[src/sdc_pkg.sv]
// Shared constants for the synthesizer control latches: latch select codes, field positions, timing.
// Assumes both ends and the bench compile it first.
package sdc_pkg;
    localparam int SDC_WORD_W = 24;
    localparam int SDC_SEL_W = 2;
    localparam logic [1:0] SDC_SEL_IF_REF = 2'h0;
    localparam logic [1:0] SDC_SEL_IF_DIV = 2'h1;
    localparam logic [1:0] SDC_SEL_RF_REF = 2'h2;
    localparam logic [1:0] SDC_SEL_RF_DIV = 2'h3;
    // Reference latch fields
    localparam int SDC_RR_CAL = 23;
    localparam int SDC_RR_DBL = 22;
    localparam int SDC_RR_STEP_HI = 21;
    localparam int SDC_RR_STEP_LO = 18;
    localparam int SDC_RR_POL = 17;
    localparam int SDC_IR_GAIN8 = 18;
    // IF divider latch fields
    localparam int SDC_IN_CLR = 23;
    localparam int SDC_IN_SLEEP = 22;
    localparam int SDC_IN_TIMING = 21;
    localparam int SDC_IN_FAST = 20;
    localparam int SDC_IN_TEST = 19;
    localparam int SDC_IN_OUT1 = 18;
    localparam int SDC_IN_OUT0 = 17;
    localparam int SDC_IN_MAIN_HI = 16;
    localparam int SDC_IN_MAIN_LO = 5;
    localparam int SDC_IN_SWAL_HI = 4;
    localparam int SDC_IN_SWAL_LO = 2;
    // RF divider latch fields
    localparam int SDC_RN_CLR = 23;
    localparam int SDC_RN_SLEEP = 22;
    localparam int SDC_RN_RANGE = 21;
    localparam int SDC_RN_C_HI = 20;
    localparam int SDC_RN_C_LO = 10;
    localparam int SDC_RN_B_HI = 9;
    localparam int SDC_RN_B_LO = 8;
    localparam int SDC_RN_A_HI = 7;
    localparam int SDC_RN_A_LO = 6;
    localparam int SDC_RN_F_HI = 5;
    localparam int SDC_RN_F_LO = 2;
    // Pump current
    localparam int SDC_PUMP_STEP_UA = 100;
    localparam logic [10:0] SDC_PUMP_STEP = 11'h064;
    // Host serial clock divider: last count of the half period, which lasts 6 sys cycles
    localparam logic [3:0] SDC_HALF_DIV = 4'h5;
    localparam logic [4:0] SDC_BITS_LAST = 5'h17;
    // Defaults
    localparam logic [23:0] SDC_WORD_RST = 24'h000000;
    // APB map of the host's own registers
    localparam logic [7:0] SDC_A_DATA = 8'h00;
    localparam logic [7:0] SDC_A_CTRL = 8'h04;
    localparam logic [7:0] SDC_A_STAT = 8'h08;
    typedef enum logic [1:0] {
        SDC_H_IDLE = 2'b00,
        SDC_H_SHIFT = 2'b01,
        SDC_H_LOAD = 2'b10,
        SDC_H_DONE = 2'b11
    } sdc_hstate_t;
endpackage : sdc_pkg

[src/sdc_if.sv]
// Three-wire programming link between host controller and synthesizer end.
// Assumes the bench instantiates it and hooks both modports.
`timescale 1ns/1ps
interface sdc_if;
    logic ser_clk;
    logic ser_data;
    logic load_strobe;
    modport host (output ser_clk, output ser_data, output load_strobe);
    modport device (input ser_clk, input ser_data, input load_strobe);
endinterface : sdc_if

[src/sdc_device.sv]
// Synthesizer end: serial shift register, latch commit and decoded control outputs.
// Assumes the link pins are asynchronous to clk_sys and far slower than it.
// Contract
// RL1: Reference bit 23 selects calibration speed
// RL2: Reference bit 22 enables pump supply doubler
// RL3: Reference bit 17 sets RF detector polarity
// RL4: Pump current equals step code plus one
// RL5: Select 01 commits to IF divider
// RL6: IF divider field layout as given
// RL7: Host keeps IF main count 3..4095
// RL8: IF swallow count plain 3-bit 0..7
// RL9: IF ratio 56..32767 continuous
// RL10: Bits 17,18 set general output levels
// RL11: IF bit 19 disables spur compensation
// RL12: Fast-settle: output 0 follows RF x8
// RL13: Fast-settle: output 1 follows IF x8
// RL14: Select 11 commits to RF divider
// RL15: RF divider field layout as given
// RL16: Host keeps coarse over mid/fine plus two
// RL17: Control bit 23 clears, 22 sleeps
// RL18: IF bit 21 picks sleep timing
// RL19: Synchronous sleep waits for pump pulse end
// RL20: RF bit 21 picks prescaler range
// RL21: MSB first, commit on strobe rise
// RL22: IF reference bit 18 pump gain
// RL23: Port works while loops sleep
//
// Local design decisions: the register offsets and the APB register port.
`timescale 1ns/1ps
module sdc_device
    import sdc_pkg::*;
(
    // Clock and reset
    input wire logic clk_sys,
    input wire logic sys_rst,
    input wire logic clk_en,
    // Link
    sdc_if.device link,
    // Pump pulse activity from the analog loops
    input wire logic rf_pump_busy,
    input wire logic if_pump_busy,
    // Reference latch fields
    output logic cal_fast,
    output logic pump_supply_doubler_on,
    output logic rf_detector_polarity,
    output logic [3:0] rf_pump_word,
    output logic [10:0] rf_pump_ua,
    output logic if_pump_gain_x8,
    // IF divider fields
    output logic if_counter_clear,
    output logic if_sleep,
    output logic sleep_timing_select,
    output logic frac_comp_off,
    output logic [11:0] if_main_count,
    output logic [2:0] if_swallow_count,
    output logic [14:0] if_ratio,
    // RF divider fields
    output logic rf_counter_clear,
    output logic rf_sleep,
    output logic rf_prescaler_range,
    output logic [10:0] rf_coarse_count,
    output logic [1:0] rf_mid_count,
    output logic [1:0] rf_fine_count,
    output logic [3:0] rf_fraction_numerator,
    // Effective power down
    output logic if_down,
    output logic rf_down,
    // General outputs, enable low while driving
    output logic gp_out0_o,
    output logic gp_out0_oe_n,
    output logic gp_out1_o,
    output logic gp_out1_oe_n
);
    import sdc_pkg::*;

    logic [1:0] clk_s_q, dat_s_q, le_s_q;
    logic clk_d1_q, le_d1_q;
    logic [23:0] shift_q;
    logic [23:0] if_ref_q, if_div_q, rf_ref_q, rf_div_q;
    logic if_down_q, rf_down_q;
    logic [10:0] pump_ua_q;

    // Synchronisers feed only their second stage
    always_ff @(posedge clk_sys or posedge sys_rst)
    begin
        if (sys_rst)
        begin
            clk_s_q <= 2'h0;
            dat_s_q <= 2'h0;
            le_s_q <= 2'h0;
            clk_d1_q <= 1'h0;
            le_d1_q <= 1'h0;
        end
        else if (clk_en)
        begin
            clk_s_q <= {clk_s_q[0], link.ser_clk};
            dat_s_q <= {dat_s_q[0], link.ser_data};
            le_s_q <= {le_s_q[0], link.load_strobe};
            clk_d1_q <= clk_s_q[1];
            le_d1_q <= le_s_q[1];
        end
    end

    wire clk_rise = clk_s_q[1] & ~clk_d1_q;
    wire le_rise = le_s_q[1] & ~le_d1_q;
    wire [1:0] sel = shift_q[1:0];

    // Shifting and committing never look at the sleep state [RL23]
    always_ff @(posedge clk_sys or posedge sys_rst)
    begin
        if (sys_rst)
        begin
            shift_q <= SDC_WORD_RST;
            if_ref_q <= SDC_WORD_RST;
            if_div_q <= SDC_WORD_RST;
            rf_ref_q <= SDC_WORD_RST;
            rf_div_q <= SDC_WORD_RST;
        end
        else if (clk_en)
        begin
            if (clk_rise)
                shift_q <= {shift_q[22:0], dat_s_q[1]}; // [RL21]
            if (le_rise)
            begin
                case (sel)
                    SDC_SEL_IF_REF: if_ref_q <= shift_q;
                    SDC_SEL_IF_DIV: if_div_q <= shift_q; // [RL5]
                    SDC_SEL_RF_REF: rf_ref_q <= shift_q;
                    SDC_SEL_RF_DIV: rf_div_q <= shift_q; // [RL14]
                    default: if_ref_q <= if_ref_q;
                endcase
            end
        end
    end

    assign cal_fast = rf_ref_q[SDC_RR_CAL]; // [RL1]
    assign pump_supply_doubler_on = rf_ref_q[SDC_RR_DBL]; // [RL2]
    assign rf_detector_polarity = rf_ref_q[SDC_RR_POL]; // [RL3]
    assign rf_pump_word = rf_ref_q[SDC_RR_STEP_HI:SDC_RR_STEP_LO];
    // Current in uA is (k+1) steps of 100; held in a flop so the pin never shows product glitches
    wire [10:0] pump_ua_d = 11'({7'h00, rf_pump_word} + 11'h001) * SDC_PUMP_STEP; // [RL4]
    assign rf_pump_ua = pump_ua_q;
    assign if_pump_gain_x8 = if_ref_q[SDC_IR_GAIN8]; // [RL22]

    assign if_counter_clear = if_div_q[SDC_IN_CLR]; // [RL17]
    assign if_sleep = if_div_q[SDC_IN_SLEEP]; // [RL17]
    assign sleep_timing_select = if_div_q[SDC_IN_TIMING]; // [RL18]
    assign frac_comp_off = if_div_q[SDC_IN_TEST]; // [RL11]
    assign if_main_count = if_div_q[SDC_IN_MAIN_HI:SDC_IN_MAIN_LO]; // [RL6]
    assign if_swallow_count = if_div_q[SDC_IN_SWAL_HI:SDC_IN_SWAL_LO]; // [RL8]
    // Prescaler of 8: N = 8*B + A; no check, host keeps B legal
    assign if_ratio = {if_main_count, if_swallow_count}; // [RL9]

    assign rf_counter_clear = rf_div_q[SDC_RN_CLR]; // [RL17]
    assign rf_sleep = rf_div_q[SDC_RN_SLEEP]; // [RL17]
    assign rf_prescaler_range = rf_div_q[SDC_RN_RANGE]; // [RL20]
    assign rf_coarse_count = rf_div_q[SDC_RN_C_HI:SDC_RN_C_LO]; // [RL15]
    assign rf_mid_count = rf_div_q[SDC_RN_B_HI:SDC_RN_B_LO];
    assign rf_fine_count = rf_div_q[SDC_RN_A_HI:SDC_RN_A_LO];
    assign rf_fraction_numerator = rf_div_q[SDC_RN_F_HI:SDC_RN_F_LO];

    // Synchronous mode defers entry until the pump pulse is over; wake is immediate
    wire if_go = if_sleep & (~sleep_timing_select | ~if_pump_busy); // [RL19]
    wire rf_go = rf_sleep & (~sleep_timing_select | ~rf_pump_busy); // [RL19]
    always_ff @(posedge clk_sys or posedge sys_rst)
    begin
        if (sys_rst)
        begin
            if_down_q <= 1'h0;
            rf_down_q <= 1'h0;
            pump_ua_q <= SDC_PUMP_STEP;
        end
        else if (clk_en)
        begin
            pump_ua_q <= pump_ua_d; // [RL4]
            if_down_q <= if_sleep & (if_down_q | if_go); // [RL18]
            rf_down_q <= rf_sleep & (rf_down_q | rf_go);
        end
    end
    assign if_down = if_down_q;
    assign rf_down = rf_down_q;

    // General outputs: static levels or fast-settle open-drain
    wire fast = if_div_q[SDC_IN_FAST];
    assign gp_out0_o = fast ? 1'b0 : if_div_q[SDC_IN_OUT0]; // [RL10]
    assign gp_out1_o = fast ? 1'b0 : if_div_q[SDC_IN_OUT1]; // [RL10]
    assign gp_out0_oe_n = fast ? ~rf_ref_q[SDC_RR_STEP_HI] : 1'b0; // [RL12]
    assign gp_out1_oe_n = fast ? ~if_pump_gain_x8 : 1'b0; // [RL13]
endmodule : sdc_device

[src/flat_wrapper.sv]
// flat-port wrapper written by rule: the top's interface ports become plain ports
module sdc_device_flat import sdc_pkg::*;
  (clk_sys, sys_rst, clk_en, rf_pump_busy, if_pump_busy, cal_fast, pump_supply_doubler_on, rf_detector_polarity, rf_pump_word, rf_pump_ua, if_pump_gain_x8, if_counter_clear, if_sleep, sleep_timing_select, frac_comp_off, if_main_count, if_swallow_count, if_ratio, rf_counter_clear, rf_sleep, rf_prescaler_range, rf_coarse_count, rf_mid_count, rf_fine_count, rf_fraction_numerator, if_down, rf_down, gp_out0_o, gp_out0_oe_n, gp_out1_o, gp_out1_oe_n, link_ser_clk, link_ser_data, link_load_strobe);
  sdc_if link_i ();
  input wire logic clk_sys;
  input wire logic sys_rst;
  input wire logic clk_en;
  input wire logic rf_pump_busy;
  input wire logic if_pump_busy;
  output logic cal_fast;
  output logic pump_supply_doubler_on;
  output logic rf_detector_polarity;
  output logic [3:0] rf_pump_word;
  output logic [10:0] rf_pump_ua;
  output logic if_pump_gain_x8;
  output logic if_counter_clear;
  output logic if_sleep;
  output logic sleep_timing_select;
  output logic frac_comp_off;
  output logic [11:0] if_main_count;
  output logic [2:0] if_swallow_count;
  output logic [14:0] if_ratio;
  output logic rf_counter_clear;
  output logic rf_sleep;
  output logic rf_prescaler_range;
  output logic [10:0] rf_coarse_count;
  output logic [1:0] rf_mid_count;
  output logic [1:0] rf_fine_count;
  output logic [3:0] rf_fraction_numerator;
  output logic if_down;
  output logic rf_down;
  output logic gp_out0_o;
  output logic gp_out0_oe_n;
  output logic gp_out1_o;
  output logic gp_out1_oe_n;
  input wire logic [$bits(link_i.ser_clk)-1:0] link_ser_clk;
  input wire logic [$bits(link_i.ser_data)-1:0] link_ser_data;
  input wire logic [$bits(link_i.load_strobe)-1:0] link_load_strobe;
  assign link_i.ser_clk = link_ser_clk;
  assign link_i.ser_data = link_ser_data;
  assign link_i.load_strobe = link_load_strobe;
  sdc_device u_core (.clk_sys(clk_sys), .sys_rst(sys_rst), .clk_en(clk_en), .link(link_i), .rf_pump_busy(rf_pump_busy), .if_pump_busy(if_pump_busy), .cal_fast(cal_fast), .pump_supply_doubler_on(pump_supply_doubler_on), .rf_detector_polarity(rf_detector_polarity), .rf_pump_word(rf_pump_word), .rf_pump_ua(rf_pump_ua), .if_pump_gain_x8(if_pump_gain_x8), .if_counter_clear(if_counter_clear), .if_sleep(if_sleep), .sleep_timing_select(sleep_timing_select), .frac_comp_off(frac_comp_off), .if_main_count(if_main_count), .if_swallow_count(if_swallow_count), .if_ratio(if_ratio), .rf_counter_clear(rf_counter_clear), .rf_sleep(rf_sleep), .rf_prescaler_range(rf_prescaler_range), .rf_coarse_count(rf_coarse_count), .rf_mid_count(rf_mid_count), .rf_fine_count(rf_fine_count), .rf_fraction_numerator(rf_fraction_numerator), .if_down(if_down), .rf_down(rf_down), .gp_out0_o(gp_out0_o), .gp_out0_oe_n(gp_out0_oe_n), .gp_out1_o(gp_out1_o), .gp_out1_oe_n(gp_out1_oe_n));
endmodule
[config.mk]
export PLATFORM = sky130hd
export DESIGN_NAME = sdc_device_flat
export DESIGN_NICKNAME = d
export VERILOG_FILES = /design/src/sdc_pkg.sv /design/src/sdc_if.sv /design/src/sdc_device.sv /design/src/flat_wrapper.sv
export SDC_FILE = /design/constraint.sdc
export NUM_CORES = 1
export LEC_CHECK = 0
export BUFFER_PORTS_ARGS = -buffer_cell sky130_fd_sc_hd__buf_2
export CORE_ASPECT_RATIO = 1.5
export CORE_MARGIN = 10
export CORE_UTILIZATION = 45
export CTS_BUF_LIST = sky130_fd_sc_hd__clkbuf_4 sky130_fd_sc_hd__clkbuf_8
export CTS_CLUSTER_DIAMETER = 80
export DETAILED_ROUTE_END_ITERATION = 8
export PLACE_DENSITY_LB_ADDON = 0.08
export RECOVER_POWER = 100
export SLEW_MARGIN = 0
export SYNTH_ARGS = -nofsm -noshare
export SYNTH_HDL_FRONTEND = slang
export SYNTH_SLANG_ARGS = --single-unit
[constraint.sdc]
create_clock -name clk_sys -period 7.7 [get_ports clk_sys]
set_input_delay 0 -clock clk_sys [delete_from_list [all_inputs] [get_ports clk_sys]]
set_output_delay 0 -clock clk_sys [all_outputs]
set_load 0.02 [all_outputs]
# Word-level counts from Yosys, hierarchy flattened
# Cells that the tools add are included.
[classes]
addsub = 1
reduce_logical = 6
multipliers = 1
eq_ne = 3
n_div = 0
magnitude_cmp = 0
bitwise = 17
n_shift = 0
mux = 4
[op_table]
columns = ["op", "count"]
rows = [
  ["AND reduction 3 bit", 4],
  ["multiplier 11 x 5 -> 9 bit, second input constant", 1],
  ["NOT 1 bit", 7],
  ["AND 1 bit", 6],
  ["adder 4 x 1 -> 5 bit, second input constant", 1],
  ["== test 2 bit, second input constant", 2],
  ["two-way mux 1 bit", 4],
  ["bitwise OR 1 bit", 4],
  ["== test 2 x 1 -> 1 bit, second input constant", 1],
  ["zero test 2 bit", 1],
  ["AND reduction 2 bit", 1],
]
[totals]
elab_cells = 45
register_bits = 134
rom_bits = 0
output_inout_bits = 81
mem_count = 0
mem_bits_rw = 0
latch_bits = 0
input_bits = 8

# Depth between registers and ports, before layout
# Gate-level depths: netlist of the first run.
[logic_depth]
word_depth = 5
depth_mapped = 12
mapped_depth_nobuf = 11

# Worst setup path before layout of the first run
# OpenSTA, ideal clock, no wires.
[synth_timing]
path_type = "flip-flop to flip-flop"
startpoint = "register u_core.rf_ref_q[18]"
endpoint = "register u_core.pump_ua_q[10], in the netlist u_core.rf_pump_ua[10]"
period_less_slack_ns = 2.976
setup_time_ns = 0.125
path_stages_with_launch = 13
slack_ns = 4.724
arrival_ns = 2.850
t_required_ns = 7.575
n_path_buf = 1
path_cell_list = "dfrtp_1 > buf_6 > nand3_1 > xor2_1 > ha_1 > inv_1 > ha_1 > ha_1 > ha_1 > a31o_2 > a41oi_2 > xnor2_1 > mux2_4"
[synth_via]
elab_chain_cells = 2
[synth_lines]
columns = ["element", "line", "rtl"]
rows = [
  ["start: declaration", "sdc_device.sv:79", "logic [23:0] if_ref_q, if_div_q, rf_ref_q, rf_div_q;"],
  ["start signal: assignment", "sdc_device.sv:128", "SDC_SEL_RF_REF: rf_ref_q <= shift_q;"],
  ["adder 4 x 1 -> 5 bit", "sdc_device.sv:141", "wire [10:0] pump_ua_d = 11'({7'h00, rf_pump_word} + 11'h001) * SDC_PUMP_STEP;"],
  ["multiplier 11 x 5 -> 9 bit", "sdc_device.sv:141", ""],
  ["end signal: assignment", "sdc_device.sv:175", "pump_ua_q <= pump_ua_d;"],
  ["end: declaration", "sdc_device.sv:81", "logic [10:0] pump_ua_q;"],
]
# Every way passes these cells.
# A chain may end at the register's enable or synchronous reset.

==> flow_summary_export.csv, run 1 <==
group,metric,value,unit
setup_path,reg2reg_from,"u_core.rf_ref_q[18]",
clocking,cts.sink_count,95,
setup_path,cp_top_family,"buffers and inverters",
finish,finish.instance_area,0.004592,sq mm
clocking,cts_setup_buffers,0,
synthesis,number_of_enable_flip_flop_cells_after_synthesis,0,
setup_path,cp-startpoint,"sys_rst",
setup_path,regToRegSetupSlack,4.56,ns
route,vias_per_cell,4.918,
clocking,clk_latency,0.36,ns
clocking,cts_tree,"yes",
setup_path,worst_path_required_time,7.63,ns
synthesis,synth.yosys.warnings,0,
synthesis,ys_types,35,
route,route.detailed.wl_per_inst,17.15,um
setup_path,arrival,3.76,ns
global_routing,groute.usage.overall,12.17,%
clocking,cts_made_buffers,9,
global_routing,grt_antenna_before_repair,0,
clocking,cts.hold.buffers_added,6,
worst_hold_path,min_delay_worst_endpoint,"u_core.rf_pump_ua[2]",
placement,place.gp.congestion,0.7435,
route,detail-route-antenna-nets,0,
sta,finalClockSkew,0.008847,ns
synthesis,syn_inst,296,
finish,finish.net_count,378,
synthesis,ys_seq_area_share,54.89,%
floorplan,die-area,0.01405,sq mm
sta,max_slew.worst_pin.slew,2.546,ns
global_routing,grt_pass1_vias,2566,
job,max_cap_viol_count,4,
global_routing,grt_start_max_net_pins,50,
setup_path,crit_path_max_incr_delay,1.88,ns
sta,report.final.hold_viol_count,0,
placement,buffer_ports.inserted,86,
floorplan,floorplan.die.width,100.2,um
sta,worst_hold_slack,0.1366,ns
outcome,failing_checks,"capacitance limit, slew limit",
worst_hold_path,worstHoldPathCells,3,
clocking,cts_repair_resize_count,0,
power_and_ir_drop,total_leakage_power,2.227,nW
sta,final_min_period_over_clock_period,49.72,%
floorplan,floorplan.core_area,0.009361,sq mm
finish,layout.filler_cells,915,
route,postRouteWirelength,8.144,mm
setup_path,reg2regPathDepth,11,
setup_path,critical_path_buf_inv_count,4,
placement,dpl.hpwl,5.661,mm
sta,finalSetupViolations,0,
synthesis,synth_largest_type_area_fraction,53.07,%
route,drt-initial-drc-count,49,
floorplan,boundaryPins,89,
setup_path,critical_path.reg2reg.endpoint,"u_core.rf_pump_ua[10]",
finish,drive_above_1_share,30.85,%
clocking,htree_num_levels,3,
outcome,status,"finished with violations",
finish,total_area_of_multi_input_combinational_cells,0.001455,sq mm
floorplan,placementRows,43,
setup_path,crit_fanout,49,
global_routing,gr-total-overflow,0,
synthesis,synth-seq-cells,95,
route,dr_total_vias,2336,
sta,period_minus_slack,3.828,ns
clocking,cts_max_path_buffers,2,
route,firstDrtPassIters,4,
finish,antenna_cells_inserted,0,
clocking,ctsRootBufferMaster,"clkbuf_8",
synthesis,yosys-top-cells-count,"dfrtp_1, mux2_2, buf_4, mux2_4, ha_1",
finish,area_taken_by_flip_flops_and_latches,0.002381,sq mm
sta,slew_headroom,-69.73,%
placement,place_area,0.004566,sq mm
finish,area.growth.synth_to_final,5.855,%
sta,achievable-frequency,261.2,MHz
setup_path,timing.critical_path.from_type,"input port",
power_and_ir_drop,power.density,273.1,mW/mm^2
power_and_ir_drop,largest_vdd_supply_drop,0.1276,mV
synthesis,synth_most_common_cell,"dfrtp_1",
setup_path,worst_path_most_repeated_cell,"clkbuf_1",
power_and_ir_drop,finalPower,0.001254,W
setup_path,critical_path_class,"in -> async",
sta,drv_slew,146,
synthesis,synth_largest_area_cell,"dfrtp_1",
sta,fin_tns_setup,0,ns
setup_path,timing.critical_path.to_type,"async pin",
synthesis,netlist_top_cells_area,"dfrtp_1, mux2_2, mux2_4",
sta,unrepaired_setup_endpoints_after_global_routing,"no",
synthesis,syn_avg_cell_area,14.66,sq um
route,remaining_drc_errors,0,
setup_path,crit_path_top_delay_cell,"clkbuf_1",
synthesis,postSynth.topFlopCell,"dfrtp_1",
clocking,clock_pin_slew_reported_for_the_worst_setup_and_hold_paths_after_clock_tree_synthesis,0.09,ns
floorplan,fp.dieH,140.3,um
floorplan,initial_core_util,46.34,%
synthesis,synth.cell_area,0.004338,sq mm
worst_hold_path,hold_start,"clk_en",
synthesis,synthArstFlopShare,100.0,%
global_routing,grt_pass1_wl,13.56,mm
worst_hold_path,hold_path_class,"in -> reg",
setup_path,cp_cell_sequence,"dlygate4sd3_1 -> clkbuf_1 -> clkinvlp_2 -> clkbuf_1",
[power breakdown]
| part | internal, W | total [W] | switching [W] |
|---|---|---|---|
| clock | 0.000151 | 0.000320 | 0.000169 |
| combinational | 0.000110 | 0.000286 | 0.000176 |
| sequential | 0.000585 | 0.000648 | 0.0000631 |
[state kept, by name, indices dropped and copies added (netlist names), 2 cells and up]
register           count
u_core.rf_pump_ua      9
u_core.le_s_q          2
u_core.clk_s_q         2
u_core.rf_div_q       22
u_core.if_div_q       22
u_core.rf_ref_q        7
u_core.dat_s_q         2
u_core.shift_q        24
[cells by family (layout without fill, tap and decap cells)]
group | after synthesis | in the layout | synth area share [%]
buffers and inverters | 50 | 116 | 8.826
other | 1 | 2 | 0.08645
AND/OR/NAND/NOR | 26 | 26 | 4.327
AO/OA/AOI/OAI | 16 | 16 | 2.250
XOR/XNOR | 10 | 10 | 2.192
flip-flops | 95 | 95 | 54.89
adder cells (fa/ha/maj) | 12 | 12 | 3.461
multiplexers | 86 | 86 | 23.97
[cell type report]
cell class,instances,share of cell area (%)
Clock buffer,13,3.896
Clock inverter,3,0.3270
Inverter,7,0.5995
Multi-Input combinational cell,152,31.69
Sequential cell,95,51.85
Tap cell,112,3.052
Timing Repair Buffer,93,8.583
[worst reg2reg max path, stage by stage, from the launching register on]
cell and delay [ns]:
dfrtp_1 0.49, ha_1 0.27, and3_1 0.21, ha_1 0.28, inv_1 0.04, ha_1 0.28, ha_1 0.30, ha_1 0.34
a31o_2 0.23, a41oi_1 0.22, xnor2_1 0.10, mux2_4 0.25
[per-layer routing]
layer  wire [um]  vias to the layer above  global-route usage [%]
li1            -                     1103                       -
met1        3571                     1163                   15.06
met2        3926                       59                   18.36
met3         505                       11                   4.825
met4         141                        0                   5.000
met5           0                        -                       0
[worst max path at each step]
stage	end	depth (start not counted)	slack, ns
after floorplan	u_core.rf_pump_ua[10]	12	4.72
after global placement	u_core.rf_pump_ua[10]	11	4.69
after detailed placement	u_core.rf_pump_ua[10]	11	4.60
after CTS	u_core.rf_pump_ua[10]	11	4.58
after global routing	u_core.rf_div_q[14]	4	3.07
final	u_core.shift_q[12]	4	3.87
[per-stage QoR]
step | std cells | setup WS [ns] | util, %
after floorplan | 297 | 4.724 | -
after global placement | 453 | 4.695 | 48.77
after detailed placement | 453 | 4.599 | 48.77
after CTS | 475 | 4.580 | 51.48
after global routing | 475 | 3.070 | 49.05
final | 475 | 3.872 | 49.05
[cell usage in the layout, fill, tap and decap left out]
cell and n:
dfrtp_1 92, mux2_2 82, clkbuf_1 81, clkbuf_8 13
ha_1 12, a21oi_1 10, nand2_1 6, nor2_1 6
inv_1 6, xnor2_1 6, dlygate4sd3_1 6, buf_2 6
nor2b_1 5, nand3b_1 3, xor2_1 3, mux2_1 3
o21ai_0 3, clkinv_2 3, dfstp_2 3, nor3b_1 2
conb_1 2, nand3_1 1, and2b_2 1, xor2_2 1
o211ai_1 1, and3_1 1, and2_1 1, clkinvlp_2 1
a31o_2 1, a41oi_1 1, mux2_4 1
Power figures use the tool's default switching activity.
==> run 2, diff against run 1 <==
clock period = 3.3 ns   (was 7.7 ns; I/O delays follow)
==> run 2 against run 1 <==
Net effect:
- the run still ends with capacitance limit, slew limit left
- clock skew decreased by 0.0015 ns
- via count up 0.56%
- die area unchanged
- combinational power rose by 140%
- sequential cell count stayed put
- clock power rose to 2.7 times the previous value
- sequential power up 130%
- power rose by 140%
- cell count rose by 0.63%
- largest power group unchanged
==> flow_summary_export.csv, run 2 (synthesis results as in run 1) <==
group,metric,value,unit
outcome,status,"finished with violations",
outcome,failing_checks,"capacitance limit, slew limit",
finish,drive_above_1_share,29.51,%
power_and_ir_drop,largest_vdd_supply_drop,0.3878,mV
setup_path,cp_cell_sequence,"ha_1 -> and3_1 -> ha_1 -> inv_1 -> ha_1 -> ha_1 -> ha_1 -> a31o_2 -> a41oi_1 -> xnor2_1 -> mux2_4",
floorplan,floorplan.core_area,0.009361,sq mm
finish,finish.net_count,381,
global_routing,grt_pass1_vias,2671,
setup_path,worst_path_required_time,3.56,ns
clocking,ctsRootBufferMaster,"clkbuf_8",
global_routing,groute.usage.overall,12.35,%
placement,dpl.hpwl,5.787,mm
global_routing,grt_pass1_wl,14.01,mm
setup_path,cp-startpoint,"u_core.rf_ref_q[18]",
finish,layout.cells.most_common,"dfrtp_1",
floorplan,placementRows,43,
worst_hold_path,hold_path_class,"in -> reg",
global_routing,gr-total-overflow,0,
power_and_ir_drop,total_leakage_power,2.260,nW
route,detail-route-antenna-nets,0,
sta,period_minus_slack,3.084,ns
clocking,htree_num_levels,3,
global_routing,grt_start_max_net_pins,72,
floorplan,die-area,0.01405,sq mm
sta,finalClockSkew,0.007363,ns
clocking,clock_pin_slew_reported_for_the_worst_setup_and_hold_paths_after_clock_tree_synthesis,0.09,ns
floorplan,floorplan.die.width,100.2,um
finish,mostFrequentLayoutCells,"dfrtp_1, clkbuf_1, mux2_2",
sta,worst_hold_slack,0.1659,ns
setup_path,worst_path_most_repeated_cell,"ha_1",
job,max_cap_viol_count,2,
finish,largest_regs,"u_core.shift_q x24, u_core.if_div_q x22, u_core.rf_div_q x22",
finish,layout.cells.non_filler,478,
sta,finalWorstSetupSlack,0.2156,ns
placement,dp_worst_setup_slack,0.2509,ns
setup_path,arrival,3.34,ns
clocking,cts_repair_resize_count,0,
sta,fin_tns_setup,0,ns
setup_path,reg2reg_from,"u_core.rf_ref_q[18]",
floorplan,initial_core_util,46.34,%
clocking,cts_max_path_buffers,2,
finish,largest_register,"u_core.shift_q",
finish,antenna_cells_inserted,0,
setup_path,timing.critical_path.to_type,"register",
clocking,cts.sink_count,95,
clocking,cts_tree,"yes",
global_routing,grt_antenna_before_repair,0,
finish,area.growth.synth_to_final,7.124,%
power_and_ir_drop,power.density,656.0,mW/mm^2
setup_path,timing.critical_path.from_type,"register",
route,remaining_drc_errors,0,
route,drt-initial-drc-count,46,
sta,achievable-frequency,324.2,MHz
floorplan,boundaryPins,89,
sta,finalSetupViolations,0,
placement,buffer_ports.inserted,86,
finish,layout.filler_cells,888,
route,vias_per_cell,4.914,
finish,largest_reg_flops,24,
sta,final_min_period_over_clock_period,93.47,%
setup_path,crit_path_max_incr_delay,0.50,ns
setup_path,crit_path_top_delay_cell,"dfrtp_1",
sta,unrepaired_setup_endpoints_after_global_routing,"no",
placement,cell_count_after_placement,456,
setup_path,critical_path_class,"reg -> reg",
clocking,clk_latency,0.36,ns
floorplan,fp.dieH,140.3,um
route,dr_total_vias,2349,
sta,max_slew.worst_pin.slew,2.658,ns
placement,place.gp.congestion,0.7539,
route,postRouteWirelength,8.231,mm
sta,slew_headroom,-77.39,%
clocking,cts_made_buffers,9,
clocking,cts_setup_buffers,0,
sta,report.final.hold_viol_count,0,
setup_path,crit_fanout,9,
route,firstDrtPassIters,2,
power_and_ir_drop,finalPower,0.003048,W
route,route.detailed.wl_per_inst,17.22,um
sta,drv_slew,96,
worst_hold_path,hold_start,"clk_en",
run 2: power breakdown:
group / leakage, nW / internal [W] / switching, W
clock: 0.113 / 0.000456 / 0.000406
combinational: 0.883 / 0.000261 / 0.000415
sequential: 1.26 / 0.00136 / 0.000148
total: 2.26 / 0.00208 / 0.000969
run 2: critical path, delay by kind of cell (launching register included):
family                     cells  cell delay, ns
muxes                          1            0.25
DFF                            1            0.50
adders and majority gates      5            1.46
buffers and inverters          1            0.04
AOI/OAI and AO/OA              2            0.41
and+or+nand+nor                1            0.20
xor gates and xnor gates       1            0.10
run 2: worst paths after layout:
path,slack (ns),to,cells after the start
setup / recovery,0.22,u_core.rf_pump_ua[10],11
hold / removal,0.17,u_core.rf_pump_ua[2],4
setup reg to reg,0.22,u_core.rf_pump_ua[10],11
hold reg to reg,0.50,u_core.if_div_q[17],1
max in group asynchronous,0.68,u_core.clk_s_q[1],3
min in group asynchronous,1.12,u_core.rf_div_q[11],3
run 2: repair_timing:
action	4_1_cts	5_1_grt
hold buffers	6	0
endpoints found under the setup margin	0	0
endpoints found under the hold margin	72	0
run 2: layer usage:
| metal | share of wire [%] | global-route usage [%] | vias up |
|---|---|---|---|
| li1 | - | - | 1109 |
| met2 | 49 | 19.45 | 59 |
| met4 | 2.1 | 5.821 | 0 |
| met1 | 44 | 14.92 | 1167 |
| met3 | 5.3 | 3.791 | 14 |
| met5 | 0 | 0 | - |
run 2: layout make-up:
type                       count  area, sq um  area share (%)
clock buffer                  11        145.1           3.123
clock inverter                 5        81.33           1.750
inverter                       7        26.28          0.5654
multi-input combinational    152         1459           31.39
sequential                    95         2381           51.24
tap                          112        140.1           3.016
timing repair buffer          96        414.1           8.912
run 2: per-stage QoR:
step                util [%]  cell area, sq um
detailed placement     49.01              4588
CTS                    52.07              4875
finish                 49.64              4647
floorplan                  -              4342
global route           49.64              4647
global placement       49.01              4588
